**src/hdl/dmm_pkg.sv**
```systemverilog
// Purpose: Shared constants for the dual micro-step motor control block
// Assumes: 32-bit Avalon-MM register port, word index times four is byte address
// Notes: Field positions inside each register word, reset values, timing counts

package dmm_pkg;

	// ***************************************************
	// Register indices (byte address is index times four)
	// ***************************************************
	localparam logic [7:0] IDX_TEST_UNLOCK_FIRST = 8'h0B;
	localparam logic [7:0] IDX_TEST_SIGNAL_SELECT = 8'h21;
	localparam logic [7:0] IDX_ALPHA_CTRL = 8'h24;
	localparam logic [7:0] IDX_ALPHA_STEP_PERIOD = 8'h25;
	localparam logic [7:0] IDX_BETA_CTRL = 8'h29;
	localparam logic [7:0] IDX_BETA_STEP_PERIOD = 8'h2A;
	localparam logic [7:0] IDX_STATUS = 8'h30;

	// ***************************************************
	// Field positions
	// ***************************************************
	localparam int POS_UNLOCK = 7;
	localparam int POS_SELECT_LSB = 0;
	localparam int POS_COUNT_LSB = 0;
	localparam int POS_DIRECTION = 8;
	localparam int POS_BRAKE = 9;
	localparam int POS_ENABLE = 10;
	localparam int POS_DIVISION_LSB = 12;
	localparam int POS_STAT_ALPHA_ROT = 0;
	localparam int POS_STAT_BETA_ROT = 1;
	localparam int POS_STAT_ALPHA_POS = 8;
	localparam int POS_STAT_BETA_POS = 16;

	// ***************************************************
	// Reset values
	// ***************************************************
	localparam logic [4:0] RST_SELECT = 5'h00;
	localparam logic [15:0] RST_STEP_PERIOD = 16'h0080;
	localparam logic [1:0] RST_DIVISION = 2'h0;

	// ***************************************************
	// Division codes and timing multipliers
	// ***************************************************
	localparam logic [1:0] DIV_CODE_128 = 2'h2;
	localparam logic [1:0] DIV_CODE_64 = 2'h3;
	localparam logic [3:0] CYCLES_PER_N_64 = 4'hC;
	localparam logic [3:0] CYCLES_PER_N_128 = 4'h6;
	localparam logic [3:0] CYCLES_PER_N_256 = 4'h3;
	localparam logic [2:0] ADVANCE_64 = 3'h4;
	localparam logic [2:0] ADVANCE_128 = 3'h2;
	localparam logic [2:0] ADVANCE_256 = 3'h1;
	localparam int PWM_CYCLE_CYCLES = 240;

	// ***************************************************
	// Test signal codes
	// ***************************************************
	typedef enum logic [4:0] {
		DMM_TS_NORMAL = 5'h00,
		DMM_TS_START_WAIT = 5'h01,
		DMM_TS_EXCITE_WAIT = 5'h02,
		DMM_TS_ENABLE = 5'h03,
		DMM_TS_DIRECTION = 5'h04,
		DMM_TS_PULSE_MON = 5'h05,
		DMM_TS_PWM_CYCLE = 5'h06,
		DMM_TS_COMPLETION = 5'h07
	} dmm_test_type;

endpackage : dmm_pkg

```
**src/hdl/dmm_top.sv**
```systemverilog
// Purpose: Dual micro-step motor control with Avalon-MM register port
// Assumes: One clock mclk at 125 MHz, synchronous active-high reset
// Notes: Two channels, test-signal monitor pins, registered outputs except waitrequest

`timescale 1ns/100ps
`default_nettype none

module dmm_top #(
	parameter int PWM_CYCLE = dmm_pkg::PWM_CYCLE_CYCLES
) (
	input wire logic mclk,
	input wire logic sys_rst,
	input wire logic [7:0] address,
	input wire logic read,
	input wire logic write,
	input wire logic [3:0] byteenable,
	input wire logic [31:0] writedata,
	output logic [31:0] readdata,
	output logic waitrequest,
	output logic monitorPinFirst,
	output logic monitorPinSecond,
	output logic alphaDriveEnable,
	output logic [1:0] alphaHighOn,
	output logic [1:0] alphaLowOn,
	output logic betaDriveEnable,
	output logic [1:0] betaHighOn,
	output logic [1:0] betaLowOn
);

	logic ack_reg, wrStrobe, aligned;
	logic [5:0] wordIndex;
	logic testUnlockFirst_reg, testUnlockSecond_reg;
	logic [4:0] testSignalSelect_reg;
	logic [7:0] alphaStepCount_reg, betaStepCount_reg;
	logic alphaDirectionSelect_reg, alphaBrakeSelect_reg, alphaOutputEnable_reg;
	logic betaDirectionSelect_reg, betaBrakeSelect_reg, betaOutputEnable_reg;
	logic [1:0] alphaDivisionSelect_reg, betaDivisionSelect_reg;
	logic [15:0] alphaStepPeriod_reg, betaStepPeriod_reg;
	logic [31:0] merged, readValue;
	logic alphaCountLoad, betaCountLoad, alphaPeriodLoad, betaPeriodLoad;
	logic [7:0] alphaPosition, betaPosition;
	logic alphaRotating, betaRotating, alphaStartWait, betaStartWait;
	logic alphaExciteWait, betaExciteWait, alphaStepPulse, betaStepPulse;
	logic [15:0] pwmCount_reg;
	logic pwmLevel_reg, testActive, firstNext, secondNext, normalFirst, normalSecond;

	// ***************************************************
	// Avalon-MM slave: one wait cycle, then answer
	// ***************************************************
	assign waitrequest = (read || write) && !ack_reg;
	assign wrStrobe = write && ack_reg;
	assign aligned = (address[1:0] == 2'b00);
	assign wordIndex = address[7:2];

	always_ff @(posedge mclk) begin
		if (sys_rst) begin
			ack_reg <= 1'b0;
		end else begin
			ack_reg <= (read || write) && !ack_reg;
		end
	end

	function automatic logic [31:0] mergeBytes(input logic [31:0] oldWord,
		input logic [31:0] newWord, input logic [3:0] lanes);
		logic [31:0] result;
		result = oldWord;
		for (int i = 0; i < 4; i++) begin
			if (lanes[i]) begin
				result[i*8 +: 8] = newWord[i*8 +: 8];
			end
		end
		return result;
	endfunction : mergeBytes

	always_comb begin
		readValue = 32'h00000000;
		if (aligned) begin
			case (wordIndex)
				dmm_pkg::IDX_TEST_UNLOCK_FIRST[5:0]: begin
					readValue[dmm_pkg::POS_UNLOCK] = testUnlockFirst_reg;
				end
				dmm_pkg::IDX_TEST_SIGNAL_SELECT[5:0]: begin
					readValue[dmm_pkg::POS_SELECT_LSB +: 5] = testSignalSelect_reg;
					readValue[dmm_pkg::POS_UNLOCK] = testUnlockSecond_reg;
				end
				dmm_pkg::IDX_ALPHA_CTRL[5:0]: begin
					readValue[dmm_pkg::POS_COUNT_LSB +: 8] = alphaStepCount_reg;
					readValue[dmm_pkg::POS_DIRECTION] = alphaDirectionSelect_reg;
					readValue[dmm_pkg::POS_BRAKE] = alphaBrakeSelect_reg;
					readValue[dmm_pkg::POS_ENABLE] = alphaOutputEnable_reg;
					readValue[dmm_pkg::POS_DIVISION_LSB +: 2] = alphaDivisionSelect_reg;
				end
				dmm_pkg::IDX_ALPHA_STEP_PERIOD[5:0]: begin
					readValue[15:0] = alphaStepPeriod_reg;
				end
				dmm_pkg::IDX_BETA_CTRL[5:0]: begin
					readValue[dmm_pkg::POS_COUNT_LSB +: 8] = betaStepCount_reg;
					readValue[dmm_pkg::POS_DIRECTION] = betaDirectionSelect_reg;
					readValue[dmm_pkg::POS_BRAKE] = betaBrakeSelect_reg;
					readValue[dmm_pkg::POS_ENABLE] = betaOutputEnable_reg;
					readValue[dmm_pkg::POS_DIVISION_LSB +: 2] = betaDivisionSelect_reg;
				end
				dmm_pkg::IDX_BETA_STEP_PERIOD[5:0]: begin
					readValue[15:0] = betaStepPeriod_reg;
				end
				dmm_pkg::IDX_STATUS[5:0]: begin
					readValue[dmm_pkg::POS_STAT_ALPHA_ROT] = alphaRotating;
					readValue[dmm_pkg::POS_STAT_BETA_ROT] = betaRotating;
					readValue[dmm_pkg::POS_STAT_ALPHA_POS +: 8] = alphaPosition;
					readValue[dmm_pkg::POS_STAT_BETA_POS +: 8] = betaPosition;
				end
				default: begin
					readValue = 32'h00000000;
				end
			endcase
		end
	end

	always_ff @(posedge mclk) begin
		if (sys_rst) begin
			readdata <= 32'h00000000;
		end else if (read && !ack_reg) begin
			readdata <= readValue;
		end
	end

	// ***************************************************
	// Register writes
	// ***************************************************
	assign merged = mergeBytes(readValue, writedata, byteenable);
	assign alphaCountLoad = wrStrobe && aligned && (wordIndex == dmm_pkg::IDX_ALPHA_CTRL[5:0]);
	assign betaCountLoad = wrStrobe && aligned && (wordIndex == dmm_pkg::IDX_BETA_CTRL[5:0]);
	assign alphaPeriodLoad = wrStrobe && aligned
		&& (wordIndex == dmm_pkg::IDX_ALPHA_STEP_PERIOD[5:0]);
	assign betaPeriodLoad = wrStrobe && aligned
		&& (wordIndex == dmm_pkg::IDX_BETA_STEP_PERIOD[5:0]);

	always_ff @(posedge mclk) begin
		if (sys_rst) begin
			testUnlockFirst_reg <= 1'b0;
			testUnlockSecond_reg <= 1'b0;
			testSignalSelect_reg <= dmm_pkg::RST_SELECT;
		end else if (wrStrobe && aligned) begin
			if (wordIndex == dmm_pkg::IDX_TEST_UNLOCK_FIRST[5:0]) begin
				testUnlockFirst_reg <= merged[dmm_pkg::POS_UNLOCK];
			end
			if (wordIndex == dmm_pkg::IDX_TEST_SIGNAL_SELECT[5:0]) begin
				testUnlockSecond_reg <= merged[dmm_pkg::POS_UNLOCK];
				testSignalSelect_reg <= merged[dmm_pkg::POS_SELECT_LSB +: 5];
			end
		end
	end

	always_ff @(posedge mclk) begin
		if (sys_rst) begin
			alphaStepCount_reg <= 8'h00;
			alphaDirectionSelect_reg <= 1'b0;
			alphaBrakeSelect_reg <= 1'b0;
			alphaOutputEnable_reg <= 1'b0;
			alphaDivisionSelect_reg <= dmm_pkg::RST_DIVISION;
		end else if (alphaCountLoad) begin
			alphaStepCount_reg <= merged[dmm_pkg::POS_COUNT_LSB +: 8];
			alphaDirectionSelect_reg <= merged[dmm_pkg::POS_DIRECTION];
			alphaBrakeSelect_reg <= merged[dmm_pkg::POS_BRAKE];
			alphaOutputEnable_reg <= merged[dmm_pkg::POS_ENABLE];
			alphaDivisionSelect_reg <= merged[dmm_pkg::POS_DIVISION_LSB +: 2];
		end
	end

	always_ff @(posedge mclk) begin
		if (sys_rst) begin
			betaStepCount_reg <= 8'h00;
			betaDirectionSelect_reg <= 1'b0;
			betaBrakeSelect_reg <= 1'b0;
			betaOutputEnable_reg <= 1'b0;
			betaDivisionSelect_reg <= dmm_pkg::RST_DIVISION;
		end else if (betaCountLoad) begin
			betaStepCount_reg <= merged[dmm_pkg::POS_COUNT_LSB +: 8];
			betaDirectionSelect_reg <= merged[dmm_pkg::POS_DIRECTION];
			betaBrakeSelect_reg <= merged[dmm_pkg::POS_BRAKE];
			betaOutputEnable_reg <= merged[dmm_pkg::POS_ENABLE];
			betaDivisionSelect_reg <= merged[dmm_pkg::POS_DIVISION_LSB +: 2];
		end
	end

	always_ff @(posedge mclk) begin
		if (sys_rst) begin
			alphaStepPeriod_reg <= dmm_pkg::RST_STEP_PERIOD;
			betaStepPeriod_reg <= dmm_pkg::RST_STEP_PERIOD;
		end else begin
			if (alphaPeriodLoad) begin
				alphaStepPeriod_reg <= merged[15:0];
			end
			if (betaPeriodLoad) begin
				betaStepPeriod_reg <= merged[15:0];
			end
		end
	end

	// ***************************************************
	// Motor channels
	// ***************************************************
	dmm_channel alphaChannel (
		.mclk(mclk),
		.sys_rst(sys_rst),
		.stepPeriod(alphaStepPeriod_reg),
		.divisionSelect(alphaDivisionSelect_reg),
		.directionSelect(alphaDirectionSelect_reg),
		.brakeSelect(alphaBrakeSelect_reg),
		.outputEnable(alphaOutputEnable_reg),
		.countLoad(alphaCountLoad),
		.periodLoad(alphaPeriodLoad),
		.stepCount(merged[dmm_pkg::POS_COUNT_LSB +: 8]),
		.position(alphaPosition),
		.rotating(alphaRotating),
		.startWait(alphaStartWait),
		.exciteWait(alphaExciteWait),
		.stepPulse(alphaStepPulse),
		.driveEnable(alphaDriveEnable),
		.highOn(alphaHighOn),
		.lowOn(alphaLowOn)
	);

	dmm_channel betaChannel (
		.mclk(mclk),
		.sys_rst(sys_rst),
		.stepPeriod(betaStepPeriod_reg),
		.divisionSelect(betaDivisionSelect_reg),
		.directionSelect(betaDirectionSelect_reg),
		.brakeSelect(betaBrakeSelect_reg),
		.outputEnable(betaOutputEnable_reg),
		.countLoad(betaCountLoad),
		.periodLoad(betaPeriodLoad),
		.stepCount(merged[dmm_pkg::POS_COUNT_LSB +: 8]),
		.position(betaPosition),
		.rotating(betaRotating),
		.startWait(betaStartWait),
		.exciteWait(betaExciteWait),
		.stepPulse(betaStepPulse),
		.driveEnable(betaDriveEnable),
		.highOn(betaHighOn),
		.lowOn(betaLowOn)
	);

	// ***************************************************
	// PWM cycle monitor divider
	// ***************************************************
	always_ff @(posedge mclk) begin
		if (sys_rst) begin
			pwmCount_reg <= 16'h0000;
			pwmLevel_reg <= 1'b0;
		end else if (pwmCount_reg == 16'(PWM_CYCLE / 2 - 1)) begin
			pwmCount_reg <= 16'h0000;
			pwmLevel_reg <= !pwmLevel_reg;
		end else begin
			pwmCount_reg <= pwmCount_reg + 16'h0001;
		end
	end

	// ***************************************************
	// Monitor pin selection
	// ***************************************************
	assign testActive = testUnlockFirst_reg && testUnlockSecond_reg;
	assign normalFirst = alphaStepPulse;
	assign normalSecond = betaStepPulse;

	always_comb begin
		firstNext = normalFirst;
		secondNext = normalSecond;
		if (testActive) begin
			case (testSignalSelect_reg)
				dmm_pkg::DMM_TS_START_WAIT: begin
					firstNext = alphaStartWait || betaStartWait;
					secondNext = 1'b0;
				end
				dmm_pkg::DMM_TS_EXCITE_WAIT: begin
					firstNext = alphaExciteWait;
					secondNext = betaExciteWait;
				end
				dmm_pkg::DMM_TS_ENABLE: begin
					firstNext = alphaOutputEnable_reg;
					secondNext = betaOutputEnable_reg;
				end
				dmm_pkg::DMM_TS_DIRECTION: begin
					firstNext = alphaDirectionSelect_reg;
					secondNext = betaDirectionSelect_reg;
				end
				dmm_pkg::DMM_TS_PULSE_MON: begin
					firstNext = alphaPosition[2];
					secondNext = betaPosition[2];
				end
				dmm_pkg::DMM_TS_PWM_CYCLE: begin
					firstNext = pwmLevel_reg;
					secondNext = 1'b0;
				end
				dmm_pkg::DMM_TS_COMPLETION: begin
					firstNext = alphaRotating;
					secondNext = betaRotating;
				end
				default: begin
					firstNext = normalFirst;
					secondNext = normalSecond;
				end
			endcase
		end
	end

	always_ff @(posedge mclk) begin
		if (sys_rst) begin
			monitorPinFirst <= 1'b0;
			monitorPinSecond <= 1'b0;
		end else begin
			monitorPinFirst <= firstNext;
			monitorPinSecond <= secondNext;
		end
	end

	// ***************************************************
	// Checks
	// ***************************************************
	chk_test_gate_off: assert property (@(posedge mclk) disable iff (sys_rst)
		!testActive |=> (monitorPinFirst == $past(alphaStepPulse)
		&& monitorPinSecond == $past(betaStepPulse)))
		else $error("test signal leaked without unlock");
	chk_code_normal: assert property (@(posedge mclk) disable iff (sys_rst)
		(testActive && testSignalSelect_reg == 5'h00) |=> monitorPinFirst == $past(alphaStepPulse))
		else $error("code zero not normal");
	chk_code_enable: assert property (@(posedge mclk) disable iff (sys_rst)
		(testActive && testSignalSelect_reg == 5'h03)
		|=> monitorPinSecond == $past(betaOutputEnable_reg))
		else $error("enable monitor wrong");
	chk_code_pwm: assert property (@(posedge mclk) disable iff (sys_rst)
		(testActive && testSignalSelect_reg == 5'h06) |=> !monitorPinSecond)
		else $error("second pin not low in PWM code");
	chk_code_rotate: assert property (@(posedge mclk) disable iff (sys_rst)
		(testActive && testSignalSelect_reg == 5'h07) |=> monitorPinFirst == $past(alphaRotating))
		else $error("completion monitor wrong");

endmodule : dmm_top

`default_nettype wire

```
**src/hdl/dmm_channel.sv**
```systemverilog
// Purpose: One motor channel: step timer, position counter, bridge control
// Assumes: Inputs synchronous to mclk, load strobes one cycle wide
// Notes: Position counter runs whatever the output enable says

`timescale 1ns/100ps
`default_nettype none

module dmm_channel (
	input wire logic mclk,
	input wire logic sys_rst,
	input wire logic [15:0] stepPeriod,
	input wire logic [1:0] divisionSelect,
	input wire logic directionSelect,
	input wire logic brakeSelect,
	input wire logic outputEnable,
	input wire logic countLoad,
	input wire logic periodLoad,
	input wire logic [7:0] stepCount,
	output logic [7:0] position,
	output logic rotating,
	output logic startWait,
	output logic exciteWait,
	output logic stepPulse,
	output logic driveEnable,
	output logic [1:0] highOn,
	output logic [1:0] lowOn
);

	logic [19:0] targetCycles;
	logic [19:0] timer_reg;
	logic [10:0] remaining_reg;
	logic [7:0] position_reg;
	logic [2:0] advance;
	logic [3:0] cyclesPerN;
	logic firstStepDone_reg;
	logic cfgChange;
	logic [19:0] gapCount_reg;
	logic gapValid_reg;

	// ***************************************************
	// Step timing
	// ***************************************************
	always_comb begin
		case (divisionSelect)
			dmm_pkg::DIV_CODE_64: begin
				cyclesPerN = dmm_pkg::CYCLES_PER_N_64;
				advance = dmm_pkg::ADVANCE_64;
			end
			dmm_pkg::DIV_CODE_128: begin
				cyclesPerN = dmm_pkg::CYCLES_PER_N_128;
				advance = dmm_pkg::ADVANCE_128;
			end
			default: begin
				cyclesPerN = dmm_pkg::CYCLES_PER_N_256;
				advance = dmm_pkg::ADVANCE_256;
			end
		endcase
	end

	assign targetCycles = {4'h0, stepPeriod} * {16'h0000, cyclesPerN};
	assign cfgChange = countLoad | periodLoad;
	assign rotating = (remaining_reg != 11'h000) && (stepPeriod != 16'h0000);
	assign stepPulse = rotating && !cfgChange && (timer_reg == targetCycles - 20'h00001);
	assign position = position_reg;
	assign startWait = (remaining_reg != 11'h000) && (stepPeriod == 16'h0000);
	assign exciteWait = rotating && !firstStepDone_reg;

	always_ff @(posedge mclk) begin
		if (sys_rst || cfgChange || !rotating || stepPulse) begin
			timer_reg <= 20'h00000;
		end else begin
			timer_reg <= timer_reg + 20'h00001;
		end
	end

	// ***************************************************
	// Remaining travel in 256-division units
	// ***************************************************
	always_ff @(posedge mclk) begin
		if (sys_rst) begin
			remaining_reg <= 11'h000;
		end else if (countLoad) begin
			remaining_reg <= {stepCount, 3'h0};
		end else if (stepPulse) begin
			if (remaining_reg <= {8'h00, advance}) begin
				remaining_reg <= 11'h000;
			end else begin
				remaining_reg <= remaining_reg - {8'h00, advance};
			end
		end
	end

	always_ff @(posedge mclk) begin
		if (sys_rst || countLoad) begin
			firstStepDone_reg <= 1'b0;
		end else if (stepPulse) begin
			firstStepDone_reg <= 1'b1;
		end
	end

	// ***************************************************
	// Excitation position, advances even when disabled
	// ***************************************************
	always_ff @(posedge mclk) begin
		if (sys_rst) begin
			position_reg <= 8'h00;
		end else if (stepPulse) begin
			if (directionSelect) begin
				position_reg <= position_reg - {5'h00, advance};
			end else begin
				position_reg <= position_reg + {5'h00, advance};
			end
		end
	end

	// ***************************************************
	// Output bridge
	// ***************************************************
	always_ff @(posedge mclk) begin
		if (sys_rst || !outputEnable) begin
			driveEnable <= 1'b0;
			highOn <= 2'b00;
			lowOn <= 2'b00;
		end else if (brakeSelect) begin
			driveEnable <= 1'b1;
			highOn <= 2'b11;
			lowOn <= 2'b00;
		end else begin
			driveEnable <= 1'b1;
			highOn <= position_reg[7] ? 2'b10 : 2'b01;
			lowOn <= position_reg[7] ? 2'b01 : 2'b10;
		end
	end

	// ***************************************************
	// Checks
	// ***************************************************
	always_ff @(posedge mclk) begin
		if (sys_rst || cfgChange) begin
			gapValid_reg <= 1'b0;
			gapCount_reg <= 20'h00000;
		end else if (stepPulse) begin
			gapValid_reg <= 1'b1;
			gapCount_reg <= 20'h00001;
		end else if (gapCount_reg != 20'hFFFFF) begin
			gapCount_reg <= gapCount_reg + 20'h00001;
		end
	end

	chk_brake_highs: assert property (@(posedge mclk) disable iff (sys_rst)
		(brakeSelect && outputEnable) |=> (highOn == 2'b11 && lowOn == 2'b00))
		else $error("brake did not turn on both high sides");
	chk_disable_hiz: assert property (@(posedge mclk) disable iff (sys_rst)
		!outputEnable |=> (!driveEnable && highOn == 2'b00 && lowOn == 2'b00))
		else $error("disabled channel still drives");
	chk_pos_moves_off: assert property (@(posedge mclk) disable iff (sys_rst)
		(stepPulse && !outputEnable) |=> position_reg != $past(position_reg))
		else $error("position froze while disabled");
	chk_step_advance: assert property (@(posedge mclk) disable iff (sys_rst)
		(stepPulse && !directionSelect) |=> position_reg == $past(position_reg) + $past(advance))
		else $error("wrong advance for division");
	chk_step_spacing: assert property (@(posedge mclk) disable iff (sys_rst)
		(stepPulse && gapValid_reg) |-> gapCount_reg == targetCycles)
		else $error("step period wrong");
	chk_zero_halts: assert property (@(posedge mclk) disable iff (sys_rst)
		(stepPeriod == 16'h0000) |-> !stepPulse [*2])
		else $error("stepping with zero period");

endmodule : dmm_channel

`default_nettype wire

```
**config.mk**
```make
export PLATFORM = sky130hd
export DESIGN_NAME = dmm_top
export DESIGN_NICKNAME = d
export VERILOG_FILES = /design/src/hdl/dmm_pkg.sv /design/src/hdl/dmm_top.sv /design/src/hdl/dmm_channel.sv
export SDC_FILE = /design/constraint.sdc
export NUM_CORES = 1
export LEC_CHECK = 0
export ABC_AREA = 1
export BUFFER_PORTS_ARGS = -buffer_cell sky130_fd_sc_hd__buf_2
export CAP_MARGIN = 40
export CORE_AREA = 2 2 160 162
export CTS_CLUSTER_SIZE = 24
export DETAILED_ROUTE_END_ITERATION = 12
export DIE_AREA = 0 0 162 164
export PLACE_DENSITY = 0.83
export SLEW_MARGIN = 20
export SYNTH_ARGS = -nofsm -noshare
export SYNTH_HDL_FRONTEND = slang
export SYNTH_SLANG_ARGS = --single-unit
```
**constraint.sdc**
```tcl
create_clock -name mclk -period 14.2 [get_ports mclk]
set_input_delay 2.13 -clock mclk [delete_from_list [all_inputs] [get_ports mclk]]
set_output_delay 2.13 -clock mclk [all_outputs]
set_load 0.03 [all_outputs]
```
# Word-level counts from Yosys, hierarchy flattened
# Cells that the tools add are included.
[word_totals] reg_bits=207 latchBits=0 ram_bits=0 mem_bits_ro=0 inputBits=48 out_inout_bits=45 elab_cells=169 memories=0
[classes] addsub=11 mul=2 div=0 n_lt_le_gt_ge=2 n_eq_ne=21 n_shift=0 mux=36 bitwise_logic=2 reduce_logical=58
[op_table] operator="11-bit 2-to-1 mux" count=6
[op_table] operator="20-bit by 1-bit adder with 20-bit output (second input constant)" count=2
[op_table] operator="20-bit == test" count=2
[op_table] operator="16-bit by 4-bit multiplier with 20-bit output" count=2
[op_table] operator="8-bit 2-to-1 mux" count=5
[op_table] operator="20-bit by 1-bit subtractor with 20-bit output (second input constant)" count=2
[op_table] operator="6-bit == test (second input constant)" count=6
[op_table] operator="16-bit zero test" count=2
[op_table] operator="16-bit nonzero test" count=2
[op_table] operator="3-bit case mux with 5 select lines" count=2
[op_table] operator="24-bit 2-to-1 mux" count=1
[op_table] operator="11-bit by 3-bit <= comparator with 1-bit output" count=2
[op_table] operator="11-bit nonzero test" count=2
[op_table] operator="11-bit by 3-bit subtractor with 11-bit output" count=2
[op_table] operator="5-bit by 3-bit == test with 1-bit output (second input constant)" count=4
[op_table] operator="1-bit logical AND" count=19
[op_table] operator="16-bit by 1-bit adder with 16-bit output (second input constant)" count=1
[op_table] operator="8-bit by 3-bit adder with 8-bit output" count=2
[op_table] operator="16-bit by 7-bit == test with 1-bit output (second input constant)" count=1
[op_table] operator="4-bit case mux with 2 select lines" count=2
[op_table] operator="8-bit by 3-bit subtractor with 8-bit output" count=2
[op_table] operator="1-bit logical OR" count=12
[op_table] operator="2-bit 2-to-1 mux" count=6
[op_table] operator="1-bit case mux with 6 select lines" count=2
[op_table] operator="18 further kinds" count=43

# Depth between registers and ports, before layout
# Gate-level depths: netlist of run 1.
[logic_depth] depth_word=9 ltp_mapped=28 mapped_depth_nobuf=26

# Cells and area by module
# Synthesis of run 1 repeated with hierarchy kept, for this count alone.
[hier_totals] hier_cells=2621 area_unflattened_um2=16877.4
[modules_own_cells] module="dmm_channel (alphaChannel)" instances=1 cells_each=906 area_each_um2=5748.0 seq_area_each_um2=900.9
[modules_own_cells] module="dmm_top" instances=1 cells_each=887 area_each_um2=5735.5 seq_area_each_um2=2182.1
[modules_own_cells] module="dmm_channel (betaChannel)" instances=1 cells_each=828 area_each_um2=5393.9 seq_area_each_um2=900.9

# Worst setup path after synthesis of run 1
# Ideal clock, no wire load.
[synth_path] path_kind="input to output" startpoint="input write" endpoint="output waitrequest" arrival_time_ps=2568 t_required_ps=12070 path_slack_ps=9502 path_stages=2 path_buffers=0 cell_sequence="nor2_1 nor2_1"
[synth_via] elab_chain_cells=2
[synth_lines] item="start, declared" line="dmm_top.sv:15" source="input wire logic write,"
[synth_lines] item="1-bit logical OR" line="dmm_top.sv:50" source="assign waitrequest = (read || write) && !ack_reg;"
[synth_lines] item="1-bit logical AND" line="dmm_top.sv:50"
[synth_lines] item="end, declared" line="dmm_top.sv:19" source="output logic waitrequest,"
# Every way passes these cells.

# Worst setup path after layout of run 1
[layout_path] startpoint="register betaDivisionSelect_reg[1]" endpoint="register betaChannel.timer_reg[13]"
[layout_via] elab_chain_cells=7
[layout_lines] item="start, declared" line="dmm_top.sv:37" source="logic [1:0] alphaDivisionSelect_reg, betaDivisionSelect_reg;"
[layout_lines] item="start signal, assigned" line="dmm_top.sv:176" source="betaDivisionSelect_reg <= dmm_pkg::RST_DIVISION;"
[layout_lines] item="start signal, assigned" line="dmm_top.sv:182" source="betaDivisionSelect_reg <= merged[dmm_pkg::POS_DIVISION_LSB +: 2];"
[layout_lines] item="2-bit == test" line="dmm_channel.sv:44" source="case (divisionSelect)"
[layout_lines] item="4-bit case mux with 2 select lines *" line="dmm_channel.sv:44"
[layout_lines] item="16-bit by 4-bit multiplier with 20-bit output *" line="dmm_channel.sv:60" source="assign targetCycles = {4'h0, stepPeriod} * {16'h0000, cyclesPerN};"
[layout_lines] item="20-bit by 1-bit subtractor with 20-bit output *" line="dmm_channel.sv:63" source="assign stepPulse = rotating && !cfgChange && (timer_reg == targetCycles - 20'h00001);"
[layout_lines] item="20-bit == test *" line="dmm_channel.sv:63"
[layout_lines] item="1-bit logical AND *" line="dmm_channel.sv:63"
[layout_lines] item="1-bit logical OR *" line="dmm_channel.sv:69" source="if (sys_rst || cfgChange || !rotating || stepPulse) begin"
[layout_lines] item="end signal, assigned" line="dmm_channel.sv:72" source="timer_reg <= timer_reg + 20'h00001;"
[layout_lines] item="end, declared" line="dmm_channel.sv:30" source="logic [19:0] timer_reg;"
# Mark *: on every way between the ends. The rest lies on a longest branch, timed or not.
# A chain may end at the register's enable or synchronous reset.

==> key figures, run 1 <==
Synth
  – Asr flop ratio synth: 0%
  – Flops & latches, synth: 199
  – Number of synthesized flops with an enable pin: 0
  – Area leader, netlist: dfxtp_1
  – Unique cell type count in the Yosys netlist: 58
  – Synth area leaders: dfxtp_1 25%, nand2_1 14%, inv_1 9.7%
  – Count leader, synth: nand2_1
  – Mapped Cells: 2410
  – Synthesized area: 0.0158 mm^2
  – Synth Warn #: 0
  – Sequential cell area fraction in the yosys report: 25.2%
  – Post-synth top cells: 576 x nand2_1, 407 x inv_1, 315 x nor2_1
  – Mean post-synth cell area: 6.57 um^2
  – Predominant post-synthesis flop cell: dfxtp_1
  – Post-synth top area share: 25.2%

Clock tree
  – Deepest clock path buffer count: 2
  – Clk_lat worst skew: 0.46 ns
  – Clock Sinks: 199
  – CTS Root Cell: clkbuf_16
  – H-tree levels: 4
  – CTS buffer count: 17
  – Post-CTS Resized: 0
  – # Post-CTS Setup Buffers: 0
  – CTS tree: built
  – CTS clk-pin slew, worst paths: 0.09 ns
  – Number of hold buffers added after CTS: 0

Routing
  – First-iteration detailed-routing DRC count: 1510
  – Routed length per instance: 15.3 um
  – Vias per cell: 5.57
  – Via count: 15536
  – Total Wirelength: 42.6 mm
  – Drt first pass iters: 6
  – Detailed-route DRC error count: 0
  – ANT nets after route: 0

Placed design
  – PortBufs: 66
  – Pre-CTS setup slack: 8.05 ns
  – RePlAce Congestion: 0.953
  – Post-DP HPWL: 32.8 mm
  – Inst Count DP: 2753

Cells and area
  – N_diodes: 0
  – Finished Layout Cells: 2788
  – Share of post-route cells with drive strength above 1: 6.59%
  – Nets: 2658
  – Max reg flops: 24
  – Final Util: 68.5%
  – Area growth, synth to finish: 7.38%

GRT
  – First-pass GRT wire length: 68.6 mm
  – Initial antenna violation count: 0
  – Grt ovf: 0
  – Vias in the first global route: 14380
  – All-Layer GR Usage: 31.9%
  – Largest net degree at the start of global routing: 71

STA
  – Measured slew at the worst slew-check pin: 0.840 ns
  – Skew final: 0.0249 ns
  – FMAX: 0.155 GHz
  – Fin. Hold Viols: 0
  – Final period utilization: 45.5%
  – Relative slew margins: 43.4%
  – Final setup violation count: 0
  – Final min period: 6.47 ns
  – PnR worst setup slack: 7.73 ns
  – Setup TNS: 0 ns
  – Slew Limit Fails: 0
  – RSZ-0062 raised after global routing: no

Status
  – Status: complete, no violations

Setup path
  – CP Data Arrival Time: 6.76 ns
  – Critical path class: reg -> reg
  – R2r setup slk: 7.73 ns
  – Slowest CP cell: nand3_1
  – Data required time of the critical path: 14.50 ns
  – Worst setup EP type: flip-flop
  – Top cell by count, worst path: nand2_1
  – CP max FO: 38
  – Cells along the critical path: buf_4 -> nand2_1 -> inv_2 -> nand2_1 -> ha_1 -> fa_1 -> inv_1 -> fa_1 -> ha_1 -> nand2_1 -> inv_1 -> nand2_1 -> nand2_1 -> inv_1 -> nand2_1 -> nand2_1 -> nand2_1 -> inv_1 -> nor2_1 -> nand4_1 -> nor2_1 -> nand4_1 -> nand3_1 -> nor3b_1
  – Crit start category: flip-flop
  – CP max stage delay: 0.90 ns

Flow run
  – Max cap viols: 0

Die
  – Cell row count: 58
  – Die Span X: 162 um
  – Initial Utilization: 63.8%
  – Die ar.: 0.0266 mm^2
  – Placeable Area: 0.0248 mm^2
  – I/O pins: 93
  – Die height: 164 um

Pwr
  – Clock power frac: 45.1%
  – Share of power burned in registers: 49.4%
  – Pwr per Cell Area: 67.2 mW/mm^2
  – P_int: 817 uW
  – Sw Pwr: 324 uW
  – Leakage: 8.51 nW
  – Comb power frac: 5.5%
  – Switching share of power: 28.4%
  – Peak supply drop: 70.2 uV

Hold path
  – HP Class: reg -> reg
==> routing by layer <==
metal	track usage (%)	part of all wire, %	up-vias
met5	0	0	-
met4	13.1	3.6	0
met3	3.86	7.3	121
met2	53.1	46	634
met1	42.4	43	7118
li1	-	-	7663
==> final timing paths <==
path	endpoint	cells after the start	start
worst max-delay path	betaChannel.timer_reg[13]	24	betaDivisionSelect_reg[1]
worst min-delay path	alphaChannel.lowOn[1]	1	alphaChannel.position[7]
worst max register to register	betaChannel.timer_reg[13]	24	betaDivisionSelect_reg[1]
worst min register to register	alphaChannel.lowOn[1]	1	alphaChannel.position[7]
==> power groups by stage <==
stage                     Sequential, mW  Clock [mW]  Combinational, mW
after detailed placement           0.577           0             0.0611
after floorplan                    0.582           0             0.0368
after global routing               0.564       0.535             0.0678
after global placement             0.576           0             0.0598
after CTS                          0.564       0.515             0.0614
final                              0.564       0.514             0.0632
==> logic make-up after synthesis <==
kind of cell | count (synthesis) | synth area share (%)
simple gates | 1155 | 31.3
buf+inv | 486 | 11.9
compound gates | 327 | 11.3
flops | 199 | 25.2
fa+ha+maj | 165 | 16.0
xor+xnor | 77 | 4.35
other cells | 1 | 0.0237
==> metrics by stage <==
step	hold WS, ns	power (mW)	instance area, um^2
detailed placement	0.446	0.638	16300
floorplan	0.418	0.619	15800
finish	0.459	1.14	17000
global placement	0.429	0.636	16300
global route	0.482	1.17	17000
CTS	0.458	1.14	17000
==> layout make-up <==
cell class	instances	area (um^2)
inverter	418	1570
sequential	199	3980
multi-input combinational	1732	9980
clock buffer	18	429
tap	330	413
clock inverter	14	184
timing repair buffer	77	424
fill	2206	7830
==> cell usage in the layout, fill, tap and decap left out, drive strengths merged, types with 46 or more instances in the layout <==
master / count
nand2: 585
inv: 418
nor2: 327
dfxtp: 199
a21oi: 140
nand3: 121
o21ai: 119
ha: 103
buf: 77
fa: 62
xor2: 53
nor3: 46
==> critical path, delay by kind of cell (launching register included) <==
family	cells	cell delay, ns
buf+inv	6	1.11
fa+ha+maj	4	1.74
flops	1	0.32
simple gates	14	3.11
(Power assumes the default switching activity.)
==> run 2: changes to the inputs <==
- CORE_AREA: 2 2 160 162 -> 2 2 170 172
- DIE_AREA: 0 0 162 164 -> 0 0 172 174
- PLACE_DENSITY: 0.83 -> 0.78
- clock period: 14.2 -> 5.6 ns (I/O delays scaled with it)
==> run 2 against run 1 <==
Against the previous run:
- final area rose by 0.54%
- sequential cell count did not move
- first-iteration DRC count fell by 17%
- core utilization fell by 8.0 points
- critical path depth fell by 3
- via count fell by 1.1%
- sequential share of layout area fell by 0.13 points
- worst setup slack got worse by 7.1 ns
- clock power rose by 150%
- register-to-register slack got worse by 7.1 ns
- critical path type unchanged
- critical endpoint is now alphaChannel.timer_reg[4]
==> key figures, run 2 (same netlist as run 1, synthesis figures left out) <==
Clock tree
  – H-tree levels: 4 (unchanged)
  – Clk_lat worst skew: 0.47 ns (about the same)
  – # Post-CTS Setup Buffers: 0 (unchanged)
  – CTS clk-pin slew, worst paths: 0.09 ns (about the same)
  – Number of hold buffers added after CTS: 0 (unchanged)
  – Clock Sinks: 199 (unchanged)
  – Post-CTS Resized: 0 (unchanged)
  – CTS Root Cell: clkbuf_16
  – CTS buffer count: 17 (unchanged)
  – CTS tree: built
  – Deepest clock path buffer count: 2 (unchanged)

GRT
  – Initial antenna violation count: 0 (unchanged)
  – First-pass GRT wire length: 68.6 mm (about the same)
  – Largest net degree at the start of global routing: 76 (+7.0%)
  – Grt ovf: 0 (unchanged)
  – Vias in the first global route: 14158 (-1.5%)
  – All-Layer GR Usage: 28.6% (-3.3 points)

Pwr
  – Pwr per Cell Area: 168 mW/mm^2 (+150%)
  – Leakage: 8.53 nW (+0.30%)
  – Peak supply drop: 213 uV (+200%)
  – PnR Total Power: 2.87 mW (+150%)

Routing
  – WL met2: 18.8 mm (-4.3%)
  – Detailed-route DRC error count: 0 (unchanged)
  – Vias per cell: 5.40 (-3.2%)
  – Via count: 15363 (-1.1%)
  – First-iteration detailed-routing DRC count: 1252 (-17%)
  – Uppermost layer routed: met4
  – ANT nets after route: 0 (unchanged)
  – Total Wirelength: 42.3 mm (-0.60%)
  – Routed length per instance: 14.9 um (-2.7%)
  – DRT met1 WL: 19.3 mm (+5.4%)
  – Drt first pass iters: 8 (+2)
  – WL met3: 3.05 mm (-2.1%)

Setup path
  – Data required time of the critical path: 5.94 ns (-8.56 ns)
  – CP Data Arrival Time: 5.31 ns (-1.45 ns)
  – CP max FO: 25 (-34%)
  – Worst setup EP type: flip-flop
  – Crit start category: flip-flop
  – Critical path class: reg -> reg

STA
  – Measured slew at the worst slew-check pin: 0.943 ns (+0.103 ns)
  – Fin. Hold Viols: 0 (unchanged)
  – Final setup violation count: 0 (unchanged)
  – Skew final: 0.0185 ns (-0.00638 ns)
  – FMAX: 0.201 GHz (+30%)
  – Final min period: 4.97 ns (-1.50 ns)
  – Slew Limit Fails: 0 (unchanged)
  – Relative slew margins: 36.7% (-6.7 points)
  – Final period utilization: 88.7% (+43 points)
  – Setup TNS: 0 ns (unchanged)
  – RSZ-0062 raised after global routing: no

Cells and area
  – Final Util: 60.5% (-8.0 points)
  – Share of post-route cells with drive strength above 1: 6.78% (+0.19 points)
  – Footprint of the multi-input gates: 0.00998 mm^2 (unchanged)
  – Commonest non-fill, non-tap cell in the layout: nand2_1
  – Nets: 2663 (+0.19%)
  – Most frequent cells in the layout: 576 x nand2_1, 407 x inv_1, 315 x nor2_1
  – N_diodes: 0 (unchanged)
  – Area growth, synth to finish: 7.96%
  – Design Area, Final: 0.0171 mm^2 (+0.54%)
  – Reg area: 0.00398 mm^2 (unchanged)
  – Fillers: 2669 (+21%)
  – Max reg flops: 24 (unchanged)

Status
  – Status: complete, no violations

Placed design
  – PortBufs: 66 (unchanged)
  – Post-DP Area: 0.0164 mm^2 (+0.59%)
  – Post-DP HPWL: 33.0 mm (+0.78%)
  – RePlAce Congestion: 0.970 (+1.8%)

Die
  – Die ar.: 0.0299 mm^2 (+13%)
  – Die height: 174 um (+6.1%)
  – Placeable Area: 0.0282 mm^2 (+14%)
  – I/O pins: 93 (unchanged)
  – Die Span X: 172 um (+6.2%)
  – Initial Utilization: 56.0% (-7.7 points)
  – Cell row count: 62 (+6.9%)

Flow run
  – Max cap viols: 0 (unchanged)

Hold path
  – HP Class: reg -> reg
## run 2: area by class of cell
| cell class | count | area share (%) |
|---|---|---|
| multi-input combinational | 1732 | 58.4 |
| clock inverter | 14 | 0.967 |
| timing repair buffer | 82 | 2.73 |
| clock buffer | 18 | 2.51 |
| tap | 384 | 2.81 |
| sequential | 199 | 23.3 |
| inverter | 418 | 9.21 |
## run 2: worst max-delay path: stages, from the launching register on
cell	delay, ns
dfxtp_1	0.36
nand2_1	0.09
inv_2	0.32
nand2_1	0.10
ha_1	0.34
fa_1	0.57
inv_1	0.06
fa_1	0.47
ha_1	0.36
a21oi_1	0.22
o21bai_1	0.12
a21oi_1	0.33
nand2_2	0.11
nand2_1	0.08
nand2_1	0.05
nor2_1	0.11
nand2_2	0.10
nor2_8	0.20
nand3_4	0.28
nand3_1	0.24
buf_6	0.22
nor3b_1	0.07
## run 2: stage by stage
| step | hold WS [ns] | setup WS (ns) | std cells |
|---|---|---|---|
| after floorplan | 0.418 | 1.13 | 2417 |
| after global placement | 0.432 | 0.467 | 2810 |
| after detailed placement | 0.442 | 0.302 | 2811 |
| after CTS | 0.451 | 0.297 | 2843 |
| after global routing | 0.484 | 0.309 | 2847 |
| final | 0.449 | 0.632 | 2847 |
## run 2: metal layers
metal	GRT usage (%)	up-vias
li1	-	7667
met1	39.8	7096
met2	45.0	515
met3	5.10	85
met4	9.35	0
met5	0	-
## run 2: worst paths after layout
check | start | end | slack (ns) | cells after the start
max reg2reg | alphaDivisionSelect_reg[0] | alphaChannel.timer_reg[4] | 0.63 | 21
min reg2reg | pwmCount_reg[0] | pwmCount_reg[0] | 0.45 | 1
min | pwmCount_reg[0] | pwmCount_reg[0] | 0.45 | 1
max | alphaDivisionSelect_reg[0] | alphaChannel.timer_reg[4] | 0.63 | 21
## run 2: report_power, final
part	internal [mW]	switching [mW]	leakage [nW]
combinational	0.0395	0.120	6.63
clock	0.671	0.613	0.292
sequential	1.42	0.00548	1.61
total	2.13	0.739	8.53
==> run 3: changes to the inputs <==
- PLACE_DENSITY: 0.78 -> default
- PLACE_DENSITY_LB_ADDON: default -> 0.08
==> run 3 against run 2 <==
Against the previous run:
- global-route usage increased by 0.29 points
- final cell count about the same
- final area decreased by 0.23%
- register-to-register slack got worse by 0.12 ns
- largest cell class unchanged
- clock skew decreased by 0.0022 ns
- clock-buffer cell count increased by 4
- combinational power about the same
- wire length decreased by 0.34%
- critical endpoint is now alphaChannel.timer_reg[14]
- hold slack got worse by 0.0067 ns
- critical path depth increased by 1
==> key figures, run 3 (same netlist as run 1, synthesis figures left out) <==
Clock tree
  – # Post-CTS Setup Buffers: 0 (unchanged)
  – CTS Root Cell: clkbuf_16
  – Clock Sinks: 199 (unchanged)
  – Number of hold buffers added after CTS: 0 (unchanged)
  – CTS clk-pin slew, worst paths: 0.08 ns (about the same)
  – CTS tree: built
  – Clk_lat worst skew: 0.46 ns (about the same)
  – Deepest clock path buffer count: 2 (unchanged)
  – Post-CTS Resized: 0 (unchanged)
  – CTS buffer count: 17 (unchanged)
  – H-tree levels: 4 (unchanged)

Setup path
  – Critical path class: reg -> reg
  – Crit Reg-Reg Startpoint: alphaDivisionSelect_reg[0]
  – CP Data Arrival Time: 5.42 ns (+0.11 ns)
  – CP max FO: 25 (unchanged)
  – Worst Setup SP: alphaDivisionSelect_reg[0]
  – Data required time of the critical path: 5.93 ns (about the same)
  – Worst setup EP type: flip-flop
  – Crit start category: flip-flop

Routing
  – Detailed-route DRC error count: 0 (unchanged)
  – Drt first pass iters: 6 (-2)
  – Vias per cell: 5.30 (-1.7%)
  – First-iteration detailed-routing DRC count: 1062 (-15%)
  – Routed length per instance: 14.8 um (-0.30%)
  – Total Wirelength: 42.2 mm (-0.34%)
  – ANT nets after route: 0 (unchanged)
  – Via count: 15097 (-1.7%)

STA
  – Slew Limit Fails: 0 (unchanged)
  – Relative slew margins: 39.9% (+3.2 points)
  – Final setup violation count: 0 (unchanged)
  – PnR worst setup slack: 0.512 ns (-0.120 ns)
  – Final min period: 5.09 ns (+0.120 ns)
  – Fin. Hold Viols: 0 (unchanged)
  – Skew final: 0.0163 ns (-0.00221 ns)
  – FMAX: 0.197 GHz (-2.4%)
  – Measured slew at the worst slew-check pin: 0.891 ns (-0.0525 ns)
  – Setup TNS: 0 ns (unchanged)
  – Final period utilization: 90.9% (+2.1 points)
  – RSZ-0062 raised after global routing: no
  – Hold slack final: 0.442 ns (-0.00675 ns)

Cells and area
  – Commonest non-fill, non-tap cell in the layout: nand2_1
  – Fillers: 2768 (+3.7%)
  – Most frequent cells in the layout: 576 x nand2_1, 407 x inv_1, 315 x nor2_1
  – Reg area: 0.00398 mm^2 (unchanged)
  – Area growth, synth to finish: 7.70%
  – Nets: 2662 (-0.038%)
  – Footprint of the multi-input gates: 0.00998 mm^2 (unchanged)
  – Share of post-route cells with drive strength above 1: 6.66% (-0.12 points)
  – Final Util: 60.4% (-0.14 points)
  – Max reg flops: 24 (unchanged)
  – N_diodes: 0 (unchanged)

GRT
  – Grt ovf: 0 (unchanged)
  – First-pass GRT wire length: 68.7 mm (+0.16%)
  – All-Layer GR Usage: 28.9% (+0.29 points)
  – Initial antenna violation count: 0 (unchanged)
  – Largest net degree at the start of global routing: 72 (-5.3%)
  – Vias in the first global route: 13892 (-1.9%)

Die
  – Die Span X: 172 um (unchanged)
  – Placeable Area: 0.0282 mm^2 (unchanged)
  – Initial Utilization: 56.0% (unchanged)
  – Die height: 174 um (unchanged)
  – Die ar.: 0.0299 mm^2 (unchanged)
  – Cell row count: 62 (unchanged)
  – I/O pins: 93 (unchanged)

Hold path
  – HP Class: reg -> reg
  – Hold wc startpoint: alphaBrakeSelect_reg

Pwr
  – Share of power burned in registers: 50.3% (+0.6 points)
  – P_int: 2.11 mW (-1.0%)
  – Clock power frac: 44.1% (-0.6 points)
  – Leakage: 8.51 nW (-0.30%)
  – Comb power frac: 5.6% (about the same)
  – Sw Pwr: 728 uW (-1.5%)
  – Switching share of power: 25.6% (-0.090 points)
  – Peak supply drop: 217 uV (+1.8%)
  – Pwr per Cell Area: 167 mW/mm^2 (-0.91%)

Flow run
  – Max cap viols: 0 (unchanged)

Placed design
  – PortBufs: 66 (unchanged)
  – Post-DP HPWL: 33.4 mm (+1.1%)
  – RePlAce Congestion: 0.955 (-1.5%)
  – Pre-CTS setup slack: 0.474 ns (+0.172 ns)

Status
  – Status: complete, no violations
==> run 3: changes by cell type in the layout (fill, tap and decap cells not counted), sizes merged <==
| cell | previous run | this run |
|---|---|---|
| clkinvlp | 1 | 2 |
| clkinv | 9 | 7 |
| buf | 82 | 81 |
| clkbuf | 18 | 22 |
| inv | 420 | 418 |
| bufinv | 2 | 1 |
==> run 3: worst paths after layout <==
path,endpoint,slack [ns],cells past startpoint
hold reg to reg,alphaChannel.lowOn[0],0.44,1
setup / recovery,alphaChannel.timer_reg[14],0.51,22
setup reg to reg,alphaChannel.timer_reg[14],0.51,22
hold / removal,alphaChannel.lowOn[0],0.44,1
==> run 3: power groups by stage <==
| stage | clock network (mW) | logic [mW] | registers, mW |
|---|---|---|---|
| after floorplan | 0 | 0.0934 | 1.48 |
| final | 1.25 | 0.160 | 1.43 |
| after CTS | 1.27 | 0.157 | 1.43 |
| after global placement | 0 | 0.155 | 1.46 |
| after detailed placement | 0 | 0.156 | 1.46 |
| after global routing | 1.32 | 0.173 | 1.43 |
==> run 3: area by class of cell <==
class | instances | area share [%]
inverter | 418 | 9.24
clock buffer | 22 | 2.72
clock inverter | 10 | 0.675
tap | 384 | 2.82
timing repair buffer | 81 | 2.59
multi-input combinational | 1732 | 58.6
sequential | 199 | 23.4
==> run 3: through the flow <==
| stage | cell area (um^2) | power [mW] | instances |
|---|---|---|---|
| final | 17000 | 2.84 | 2846 |
| after global routing | 17000 | 2.92 | 2846 |
| after CTS | 17000 | 2.86 | 2845 |
| after detailed placement | 16500 | 1.62 | 2813 |
| after global placement | 16400 | 1.62 | 2811 |
| after floorplan | 15800 | 1.57 | 2417 |
==> run 3: metal layers <==
layer,routed length (um),track usage (%)
met1,19800,40.0
met2,18900,46.3
met3,2440,4.33
met4,1040,9.31
met5,0,0
==> run 3: critical path, cell delays in order (launching register included) <==
cell,delay [ns]
dfxtp_1,0.36
nand2_1,0.09
inv_2,0.35
nand2_1,0.10
ha_1,0.34
fa_1,0.51
inv_1,0.05
fa_1,0.47
ha_1,0.40
nand2_1,0.14
a21oi_1,0.24
nand2_1,0.10
nand3_1,0.13
nand2_1,0.11
nand2_1,0.10
nand2_1,0.06
nand2_1,0.06
nand3_1,0.11
nor2_4,0.33
nand3_4,0.33
nand3_1,0.17
buf_4,0.29
nor3_1,0.08
